<file path="src/slc_consts.vh">
// constants for the switch lookup and shaper configuration block
`ifndef SLC_CONSTS_VH
`define SLC_CONSTS_VH
// printed offsets are not all multiples of four: they are indices
`define SLC_IDX_SWITCH_OP 12'h0300
`define SLC_IDX_PROVIDER_TAG 12'h030a
`define SLC_IDX_SHAPER_STRAT 12'h030e
`define SLC_IDX_LOOKUP_CTL0 12'h0310
`define SLC_IDX_UNKNOWN_VID 12'h0380
// reset values
`define SLC_RST_PROVIDER_TAG 16'h9100
`define SLC_RST_SHAPER_STRAT 2'h3
`define SLC_RST_LOOKUP_CTL0 8'h61
`define SLC_RST_SWITCH_OP 8'h00
`define SLC_RST_UNKNOWN_VID 1'h0
// field positions
`define SLC_BIT_DOUBLE_TAG 7
`define SLC_BIT_SHAPE_ACCT 1
`define SLC_BIT_POLICE_ACCT 0
`define SLC_BIT_VLAN_EN 7
`define SLC_BIT_DROP_BAD_VID 6
`define SLC_AGE_HI 5
`define SLC_AGE_LO 3
`define SLC_BIT_RSVD_MCAST 2
`define SLC_HASH_HI 1
`define SLC_HASH_LO 0
// hash select encodings
`define SLC_HASH_DIRECT0 2'h0
`define SLC_HASH_CRC 2'h1
`define SLC_HASH_XOR 2'h2
`define SLC_HASH_DIRECT3 2'h3
// gap plus preamble bytes added when an accounting bit is one
`define SLC_OVERHEAD_BYTES 16'h0014
`endif

</file>
<file path="src/slc_hash_index.v">
// table index generator for the dynamic lookup table
`timescale 1ns/1ps
`include "slc_consts.vh"
module slc_hash_index (
  input wire i_clk, // core clock
  input wire i_srst, // synchronous reset
  input wire [1:0] i_hash_select, // mapping mode
  input wire [47:0] i_dest_addr, // destination address
  output reg [9:0] o_index // registered table index
);
  reg [9:0] crc_idx;
  reg [9:0] xor_idx;
  reg [9:0] index_next;
  integer k;

  always @* begin
    crc_idx = 10'h3ff;
    for (k = 47; k >= 0; k = k - 1) begin
      if (crc_idx[9] ^ i_dest_addr[k])
        crc_idx = {crc_idx[8:0], 1'b0} ^ 10'h233;
      else
        crc_idx = {crc_idx[8:0], 1'b0};
    end
    xor_idx = i_dest_addr[9:0] ^ i_dest_addr[19:10] ^ i_dest_addr[29:20] ^
      i_dest_addr[39:30] ^ {2'h0, i_dest_addr[47:40]};
    case (i_hash_select)
      `SLC_HASH_CRC: index_next = crc_idx;
      `SLC_HASH_XOR: index_next = xor_idx;
      default: index_next = i_dest_addr[9:0];
    endcase
  end

  always @(posedge i_clk) begin
    if (i_srst)
      o_index <= 10'h000;
    else
      o_index <= index_next;
  end
endmodule

</file>
<file path="src/slc_top.v">
// global lookup, tag and shaper configuration registers with apb access
// What this block does
// - a 16-bit writable provider tag type resets to 9100 and types untagged or outer tags.
// - double tagging counts as active only while the double-tag enable bit is set.
// - shaping accounting bit one charges data plus gap and preamble, zero data only, reset one.
// - policing accounting bit one charges data plus gap and preamble, zero data only, reset one.
// - vlan forwarding and filtering apply only while the vlan enable bit is set, reset zero.
// - drop bit one discards invalid-vid packets, zero sends them to the host port, reset one.
// - enabled unknown-vid forwarding overrides the drop bit for invalid-vid packets.
// - a 3-bit age count in bits 5:3, reset 100, is stamped into each updated dynamic entry.
// - aging time comes from the age count together with the age period.
// - the reserved multicast table is consulted only while its enable bit is set, reset zero.
// - hash select 00 or 11 indexes the table with the ten low destination address bits.
// - hash select 01 uses crc hashing, 10 xor hashing, reset 01.
`timescale 1ns/1ps
`include "slc_consts.vh"
module slc_top (
  input wire I_SYS_CLK, // 25 mhz core clock
  input wire I_SRST, // synchronous reset, high
  input wire I_PSEL, // apb select
  input wire I_PENABLE, // apb enable
  input wire I_PWRITE, // apb direction
  input wire [31:0] I_PADDR, // apb byte address
  input wire [31:0] I_PWDATA, // apb write data
  input wire [3:0] I_PSTRB, // apb byte strobes
  output wire O_PREADY, // apb ready
  output reg [31:0] O_PRDATA, // apb read data
  output wire O_PSLVERR, // apb error
  input wire [47:0] I_DEST_ADDR, // destination address under lookup
  input wire I_FRAME_TAGGED, // received frame carries a tag
  input wire [15:0] I_FRAME_TAG_TYPE, // tag type of received frame
  input wire I_VID_INVALID, // received vid not in vlan table
  input wire [15:0] I_FRAME_BYTES, // frame data bytes to charge
  input wire I_ENTRY_UPDATE, // dynamic entry being written
  input wire [7:0] I_AGE_PERIOD, // age period from its own register
  output wire [9:0] O_TABLE_INDEX, // dynamic table index
  output reg [15:0] O_INGRESS_TAG_TYPE, // tag type to use for frame
  output reg [15:0] O_OUTER_TAG_TYPE, // outer provider tag type
  output reg O_DOUBLE_TAG_ACTIVE, // double tagging active
  output reg O_VLAN_ACTIVE, // vlan forwarding and filtering on
  output reg O_VID_DROP, // discard invalid-vid frame
  output reg O_VID_TO_HOST, // send invalid-vid frame to host
  output reg O_VID_UNKNOWN_FWD, // invalid-vid frame by unknown-vid rule
  output reg O_RSVD_MCAST_LOOKUP, // consult reserved multicast table
  output reg [2:0] O_ENTRY_AGE_COUNT, // age stamped on updated entry
  output reg [10:0] O_AGING_TIME, // age count times age period
  output reg [15:0] O_SHAPER_CHARGE, // bytes charged to shaper
  output reg [15:0] O_POLICER_CHARGE // bytes charged to policer
);
  // gap plus preamble overhead in bytes
  localparam [15:0] OVERHEAD_BYTES = `SLC_OVERHEAD_BYTES;

  reg [15:0] provider_tag_reg;
  reg [1:0] shaper_strat_reg;
  reg [7:0] lookup_ctl0_reg;
  reg [7:0] switch_op_reg;
  reg unknown_vid_reg;
  reg [31:0] rdata_next;
  reg hit;

  wire wr_en = I_PSEL & I_PENABLE & I_PWRITE;
  // read data is loaded in the setup cycle so that it already stands
  // at the access edge, where the master takes it with pready high
  wire rd_en = I_PSEL & ~I_PENABLE & ~I_PWRITE;

  // byte address to register index; misaligned addresses miss
  function is_reg;
    input [31:0] addr;
    input [11:0] idx;
    begin
      is_reg = (addr[1:0] == 2'h0) && (addr[31:14] == 18'h0_0000) &&
        (addr[13:2] == idx);
    end
  endfunction

  assign O_PREADY = 1'b1;
  assign O_PSLVERR = I_PSEL & I_PENABLE & ~hit;

  always @* begin
    hit = 1'b1;
    rdata_next = 32'h0000_0000;
    if (is_reg(I_PADDR, `SLC_IDX_PROVIDER_TAG))
      rdata_next = {16'h0000, provider_tag_reg};
    else if (is_reg(I_PADDR, `SLC_IDX_SHAPER_STRAT))
      rdata_next = {30'h0000_0000, shaper_strat_reg};
    else if (is_reg(I_PADDR, `SLC_IDX_LOOKUP_CTL0))
      rdata_next = {24'h00_0000, lookup_ctl0_reg};
    else if (is_reg(I_PADDR, `SLC_IDX_SWITCH_OP))
      rdata_next = {24'h00_0000, switch_op_reg};
    else if (is_reg(I_PADDR, `SLC_IDX_UNKNOWN_VID))
      rdata_next = {31'h0000_0000, unknown_vid_reg};
    else
      hit = 1'b0;
  end

  always @(posedge I_SYS_CLK) begin
    if (I_SRST) begin
      provider_tag_reg <= `SLC_RST_PROVIDER_TAG;
      shaper_strat_reg <= `SLC_RST_SHAPER_STRAT;
      lookup_ctl0_reg <= `SLC_RST_LOOKUP_CTL0;
      switch_op_reg <= `SLC_RST_SWITCH_OP;
      unknown_vid_reg <= `SLC_RST_UNKNOWN_VID;
      O_PRDATA <= 32'h0000_0000;
    end else begin
      if (rd_en)
        O_PRDATA <= rdata_next;
      if (wr_en && is_reg(I_PADDR, `SLC_IDX_PROVIDER_TAG)) begin
        if (I_PSTRB[0])
          provider_tag_reg[7:0] <= I_PWDATA[7:0];
        if (I_PSTRB[1])
          provider_tag_reg[15:8] <= I_PWDATA[15:8];
      end
      // only two bits are stored; the rest is dropped
      if (wr_en && is_reg(I_PADDR, `SLC_IDX_SHAPER_STRAT) && I_PSTRB[0])
        shaper_strat_reg <= I_PWDATA[1:0];
      if (wr_en && is_reg(I_PADDR, `SLC_IDX_LOOKUP_CTL0) && I_PSTRB[0])
        lookup_ctl0_reg <= I_PWDATA[7:0];
      // only the double-tag enable is kept in this copy
      if (wr_en && is_reg(I_PADDR, `SLC_IDX_SWITCH_OP) && I_PSTRB[0])
        switch_op_reg <= {I_PWDATA[7], 7'h00};
      if (wr_en && is_reg(I_PADDR, `SLC_IDX_UNKNOWN_VID) && I_PSTRB[0])
        unknown_vid_reg <= I_PWDATA[0];
    end
  end

  slc_hash_index u_hash (
    .i_clk(I_SYS_CLK),
    .i_srst(I_SRST),
    .i_hash_select(lookup_ctl0_reg[`SLC_HASH_HI:`SLC_HASH_LO]),
    .i_dest_addr(I_DEST_ADDR),
    .o_index(O_TABLE_INDEX)
  );

  always @(posedge I_SYS_CLK) begin
    if (I_SRST) begin
      O_INGRESS_TAG_TYPE <= 16'h0000;
      O_OUTER_TAG_TYPE <= 16'h0000;
      O_DOUBLE_TAG_ACTIVE <= 1'b0;
      O_VLAN_ACTIVE <= 1'b0;
      O_VID_DROP <= 1'b0;
      O_VID_TO_HOST <= 1'b0;
      O_VID_UNKNOWN_FWD <= 1'b0;
      O_RSVD_MCAST_LOOKUP <= 1'b0;
      O_ENTRY_AGE_COUNT <= 3'h0;
      O_AGING_TIME <= 11'h000;
      O_SHAPER_CHARGE <= 16'h0000;
      O_POLICER_CHARGE <= 16'h0000;
    end else begin
      O_INGRESS_TAG_TYPE <= I_FRAME_TAGGED ? I_FRAME_TAG_TYPE :
        provider_tag_reg;
      O_DOUBLE_TAG_ACTIVE <= switch_op_reg[`SLC_BIT_DOUBLE_TAG];
      O_OUTER_TAG_TYPE <= switch_op_reg[`SLC_BIT_DOUBLE_TAG] ?
        provider_tag_reg : 16'h0000;
      // table contents are software's duty before enabling
      O_VLAN_ACTIVE <= lookup_ctl0_reg[`SLC_BIT_VLAN_EN];
      O_VID_UNKNOWN_FWD <= I_VID_INVALID & unknown_vid_reg;
      O_VID_DROP <= I_VID_INVALID & ~unknown_vid_reg &
        lookup_ctl0_reg[`SLC_BIT_DROP_BAD_VID];
      O_VID_TO_HOST <= I_VID_INVALID & ~unknown_vid_reg &
        ~lookup_ctl0_reg[`SLC_BIT_DROP_BAD_VID];
      O_RSVD_MCAST_LOOKUP <= lookup_ctl0_reg[`SLC_BIT_RSVD_MCAST];
      if (I_ENTRY_UPDATE)
        O_ENTRY_AGE_COUNT <=
          lookup_ctl0_reg[`SLC_AGE_HI:`SLC_AGE_LO];
      O_AGING_TIME <= {8'h00, lookup_ctl0_reg[`SLC_AGE_HI:`SLC_AGE_LO]} *
        {3'h0, I_AGE_PERIOD};
      O_SHAPER_CHARGE <= shaper_strat_reg[`SLC_BIT_SHAPE_ACCT] ?
        I_FRAME_BYTES + OVERHEAD_BYTES : I_FRAME_BYTES;
      O_POLICER_CHARGE <= shaper_strat_reg[`SLC_BIT_POLICE_ACCT] ?
        I_FRAME_BYTES + OVERHEAD_BYTES : I_FRAME_BYTES;
    end
  end
endmodule

</file>
<file path="config.mk">
export PLATFORM = sky130hd
export DESIGN_NAME = slc_top
export DESIGN_NICKNAME = d
export VERILOG_FILES = /design/src/slc_hash_index.v /design/src/slc_top.v
export VERILOG_INCLUDE_DIRS = /design/src
export SDC_FILE = /design/constraint.sdc
export NUM_CORES = 1
export LEC_CHECK = 0
export BUFFER_PORTS_ARGS = -buffer_cell sky130_fd_sc_hd__buf_2
export CAP_MARGIN = 20
export CORE_UTILIZATION = 49
export DETAILED_ROUTE_END_ITERATION = 10
export PLACE_DENSITY = 0.9
export SYNTH_ARGS = -nofsm -noshare
export SYNTH_HDL_FRONTEND = slang
export SYNTH_SLANG_ARGS = --single-unit
</file>
<file path="constraint.sdc">
create_clock -name I_SYS_CLK -period 4 [get_ports I_SYS_CLK]
set_input_delay 0.2 -clock I_SYS_CLK [delete_from_list [all_inputs] [get_ports I_SYS_CLK]]
set_output_delay 0.2 -clock I_SYS_CLK [all_outputs]
set_load 0.005 [all_outputs]
</file>
Yosys cells after proc, flatten, opt, wreduce, memory -nomap -nowiden

Index checks and enable logic that the tools add are counted.

Logic and storage cells: 224
Input port bits: 164
Register bits after elaboration: 154
Output and inout port bits: 128

Mux-type cells: 62
Reductions and logical operators: 20
Multipliers: 1
Bitwise gates (word level): 113
$add $sub $neg: 1
Equality and inequality tests: 7

Operator list:

| kind                    | number |
|---|---|
| $mux W10                | 48 |
| $not A5 Y5              | 47 |
| $mux W16                | 4 |
| $eq A12 B10 Y1 const B  | 5 |
| $xor A1 B1 Y1           | 47 |
| $xor A10 B10 Y10        | 3 |
| $mux W8                 | 3 |
| $pmux W10 S2            | 1 |
| $logic_not A18 Y1       | 1 |
| $add A16 B5 Y16 const B | 1 |
| $logic_and A1 B1 Y1     | 15 |
| $mul A3 B8 Y11          | 1 |
| $xor A10 B8 Y10         | 1 |
| $and A1 B1 Y1           | 9 |
| $mux W1                 | 6 |
| $not A1 Y1              | 6 |
| $reduce_and A2 Y1       | 2 |
| $eq A2 B1 Y1 const B    | 1 |
| $eq A2 B2 Y1 const B    | 1 |
| $logic_not A2 Y1        | 1 |
| $reduce_or A2 Y1        | 1 |

Longest topological paths before layout

Word-level depth: 96
Depth in mapped cells: 15

Modules after synthesis

Synthesis repeated with hierarchy kept, for this count alone.

Cells, all modules: 795
Area total of the unflattened synthesis: 7732.4 µm²

Modules (own cells, without submodules):

| module         | cells an instance | area each (µm²) | seq. area each (µm²) | instances |
|---|---|---|---|---|
| slc_top        | 614               | 5780.5          | 2522.4               | 1 |
| slc_hash_index | 181               | 1951.9          | 200.2                | 1 |

Least setup slack after synthesis

OpenSTA, ideal clock, no wires.

Path kind: input-to-reg
Start: input port I_DEST_ADDR[30]
End: register u_hash.o_index[6]
Required time: 3868 ps
Setup time: 132 ps
Arrival time: 2637 ps
Path slack: 1231 ps
Cell stages on the path: 8
Cells stage by stage: xnor3_1 -> xnor3_1 -> xnor3_1 -> xnor2_1 -> xnor3_1 -> xnor2_1 -> a221oi_1 -> nor3_1

Word-level cells in the longest chain between the ends: 62
Elaborated cells between the ends (all ways): 91

Ends and longest elaborated chain:

| what                                        | line                | source |
|---|---|---|
| start: declaration                          | slc_top.v:29        | `input wire [47:0] I_DEST_ADDR,` |
| $xor A1 B1 Y1 *                             | slc_hash_index.v:19 | `if (crc_idx[9] ^ i_dest_addr[k])` |
| $mux W10 *                                  | slc_hash_index.v:19 |  |
| $xor A1 B1 Y1                               | slc_hash_index.v:19 |  |
| $mux W10 *                                  | slc_hash_index.v:19 |  |
| $xor A1 B1 Y1                               | slc_hash_index.v:19 |  |
| $mux W10 *                                  | slc_hash_index.v:19 |  |
| $xor A1 B1 Y1                               | slc_hash_index.v:19 |  |
| $mux W10 *                                  | slc_hash_index.v:19 |  |
| [45 not listed]                             | --                  |  |
| $mux W10 *                                  | slc_hash_index.v:19 |  |
| $xor A1 B1 Y1                               | slc_hash_index.v:19 |  |
| $mux W10 *                                  | slc_hash_index.v:19 |  |
| $xor A1 B1 Y1                               | slc_hash_index.v:19 |  |
| $mux W10 *                                  | slc_hash_index.v:19 |  |
| $xor A1 B1 Y1 or $not A5 Y5 (tied branches) | --                  |  |
| $mux W10 * (2 in a row)                     | slc_hash_index.v:19 |  |
| $pmux W10 S2 *                              | slc_hash_index.v:26 | `case (i_hash_select)` |
| end signal: assignment                      | slc_hash_index.v:37 | `o_index <= index_next;` |
| end: declaration                            | slc_hash_index.v:9  | `output reg [9:0] o_index` |

Every way passes the cells marked *; elsewhere a longest branch is shown, timed or not.
A chain may end at the register's enable or synchronous reset.

Final worst setup path

Start: register lookup_ctl0_reg[4]
End: register O_AGING_TIME[9]

Word-level cells in the longest chain between the ends: 1

Ends and longest elaborated chain:

| what                     | line          | source |
|---|---|---|
| start: declaration       | slc_top.v:55  | `reg [7:0] lookup_ctl0_reg;` |
| start signal: assignment | slc_top.v:100 | `` lookup_ctl0_reg <= `SLC_RST_LOOKUP_CTL0; `` |
| start signal: assignment | slc_top.v:117 | `lookup_ctl0_reg <= I_PWDATA[7:0];` |
| $mul A3 B8 Y11           | slc_top.v:165 | `` O_AGING_TIME <= {8'h00, lookup_ctl0_reg[`SLC_AGE_HI:`SLC_AGE_LO]} * `` |
| end signal: assignment   | slc_top.v:165 |  |
| end: declaration         | slc_top.v:46  | `output reg [10:0] O_AGING_TIME,` |

No other way between the ends.

==> impl_metrics.ini <==
[yosys]
yosysMostFrequentCell = dfxtp_1
ys.flop_type = dfxtp_1
post-synth-top-area-cell = dfxtp_1
synthTopCellsByArea = dfxtp_1 (38%), xnor2_1 (9.3%), mux2i_1 (5.7%)
synth_area_sq_um = 7178
synth_seq_cells = 136
synth_edf_count = 0
async_flop_share_pct = 0
synth_warnings = 0
syn_avg_cell_area_sq_um = 9.596
synthTopCellsByCount = dfxtp_1 (136), nor2_1 (95), xnor2_1 (76)
synth_cells = 748
seq_area_frac_synth_pct = 37.93
ys_types = 50
netlist.area_leader.share_pct = 37.93

[sta]
max_freq_mhz = 333.3
post-route-min-period_ps = 3001
drv_slew = 0
setup-violations-final = 0
slew_headroom_pct = 37.14
period_share_pct = 75.01
hold_viol = 0
max_slew.worst_pin.slew_ps = 939.4
skew_ps = 11.13
rsz0062_at_grt = false
tns_ps = 0

[clock_network]
numClockSinks = 136
numCtsBuffers = 17
insertion_delay_ps = 410
ctsResizeCount = 0
clockRootBuffer = clkbuf_16
cts.clk_slew.worst_paths_ps = 60
cts_buffer_depth = 2
cts_max_level = 4
cts_tree = done

[worst_setup_path]
cp_top_family = compound AO/OA/AOI/OAI gates
cp.buffers_inverters = 1
crit_start = lookup_ctl0_reg[4]$_SDFFE_PP0P_
path_cells = nand2_1 -> fa_1 -> inv_1 -> ha_1 -> a21o_1 -> a21oi_1 -> o21bai_1 -> a21oi_1 -> o21bai_1 -> a21oi_1 -> xor2_1 -> nor2_1
cp_common_cell = a21oi_1
cpMaxStageDelayCell = dfxtp_1
critical_path.max_stage_delay_ps = 600
worstPathArrival_ps = 3270
endpoint_kind = flop
critical_path_required_ps = 4270
crit_type = flop to flop
rr_startpoint = lookup_ctl0_reg[4]$_SDFFE_PP0P_
worstPathMaxFanout = 11
startpoint_type = flop

[final_layout]
drive_gt1_share_pct = 29.98
layoutNonFillerInstCount = 1185
final_area_sq_um = 9112
area_delta_synth_final_pct = 26.95
nets = 1175

[routing]
wl_per_cell_um = 16.10
drt_iter0_markers = 380
drcViolationCount = 0
vias = 6113
drtPass1Iterations = 4
vias_per_cell = 5.159
ant_nets = 0
drt_wl_total_um = 19070

[floorplan]
die_x_um = 123.0
row_count = 43
design.die.area_sq_um = 15140
pin_count = 292
die_h_um = 123.0
core_area_sq_um = 14100
initial_utilization_pct = 50.92

[global_routing]
grt_pass1_vias = 5962
grt_pass1_wl_um = 28610
antenna_found_initial = 2
grt_max_degree = 74
grt_overflow = 0
grt_usage_pct = 24.70

[placed_design]
hpwl_um = 14770
place_congestion = 0.9062
dp_cells = 1147
placed_cell_area_sq_um = 8487
portBuffers = 256

[hold_path]
hold_path_class = input port to flop
min_from = I_PWDATA[5]

[pwr]
totalPowerFinal_mw = 5.092
p_leak_nw = 4.372
powerDensity_nw_per_um2 = 558.8
ir_drop_uv = 356.7

[run_status]
outcome = completed

[run]
drv_cap = 0
metal layers:
| layer | track usage [%] | vias to the layer above | wire length [um] |
|---|---|---|---|
| li1 | - | 2958 | - |
| met1 | 28.18 | 2874 | 7520 |
| met2 | 45.12 | 245 | 9891 |
| met3 | 4.659 | 34 | 1158 |
| met4 | 10.02 | 2 | 491 |
| met5 | 0 | - | 11 |
power breakdown:
group | total [mW] | internal, mW | switching (mW) | leakage (nW)
logic | 2.12 | 1.18 | 0.941 | 2.99
registers | 1.48 | 1.45 | 0.0303 | 1.11
clock network | 1.49 | 0.838 | 0.656 | 0.273
stage by stage:
step | setup WS (ps) | utilization (%) | hold slack [ps]
3_3_place_gp | 855.1 | 60.21 | 401.9
5_1_grt | 753.4 | 64.65 | 16.13
6_report | 999.5 | 64.65 | 17.00
3_5_place_dp | 753.6 | 60.21 | 407.9
2_1_floorplan | 1231 | - | 317.8
4_1_cts | 1005 | 64.56 | 0.4368
timing repair:
action / 4_1_cts / 5_1_grt
hold buffers: 4 / 1
endpoints found under the hold margin: 4 / 1
buffers inserted: 0 / 0
final timing paths:
check | endpoint | slack [ps] | depth (start not counted)
max | O_AGING_TIME[9]$_SDFF_PP0_ | 1000 | 12
min | lookup_ctl0_reg[5]$_SDFFE_PP1P_ | 20 | 2
max reg2reg | O_AGING_TIME[9]$_SDFF_PP0_ | 1000 | 12
min reg2reg | O_PRDATA[0]$_SDFFE_PP0P_ | 450 | 2
worst register-to-register path, delay by kind of cell (launching register included):
| family | cells | cell delay, ps |
|---|---|---|
| xor gates and xnor gates | 1 | 160 |
| DFF | 1 | 600 |
| adders and majority gates | 2 | 860 |
| and+or+nand+nor | 2 | 190 |
| AOI/OAI and AO/OA | 6 | 990 |
| buffers and inverters | 1 | 60 |
cells by family (layout without fill, tap and decap cells):
kind of cell               after synthesis  after routing  share of synthesized area [%]
muxes                                   41             41                          5.717
adders and majority gates               20             20                          4.218
other                                    2             18                         0.1046
and+or+nand+nor                        263            263                          17.50
DFF                                    136            136                          37.93
AOI/OAI and AO/OA                       71             71                          6.467
buffers and inverters                   73            314                          4.828
xor gates and xnor gates               142            142                          23.24
final cells by class:
type	count	area, sq um
Fill cell	1090	4984
Multi-Input combinational cell	554	4165
Sequential cell	136	2723
Timing Repair Buffer	264	1356
Clock buffer	18	439.2
Tap cell	180	225.2
Clock inverter	14	133.9
Inverter	18	67.56
Antenna cell	1	2.502
cell usage in the layout (no fill, tap or decap), types with 13 or more instances in the layout:
cell       instances
dfxtp_1          136
buf_2            255
nor2_1            95
xnor2_1           76
conb_1            17
and2_1            26
nand3_1           15
nor3_1            16
nor2b_1           17
nand2_1           55
inv_1             18
xnor3_1           15
ha_1              13
xor2_1            37
clkbuf_16         17
o21ai_0           14
mux2i_1           41
a221oi_1          14
a21oi_1           25
(Power assumes the default switching activity.)
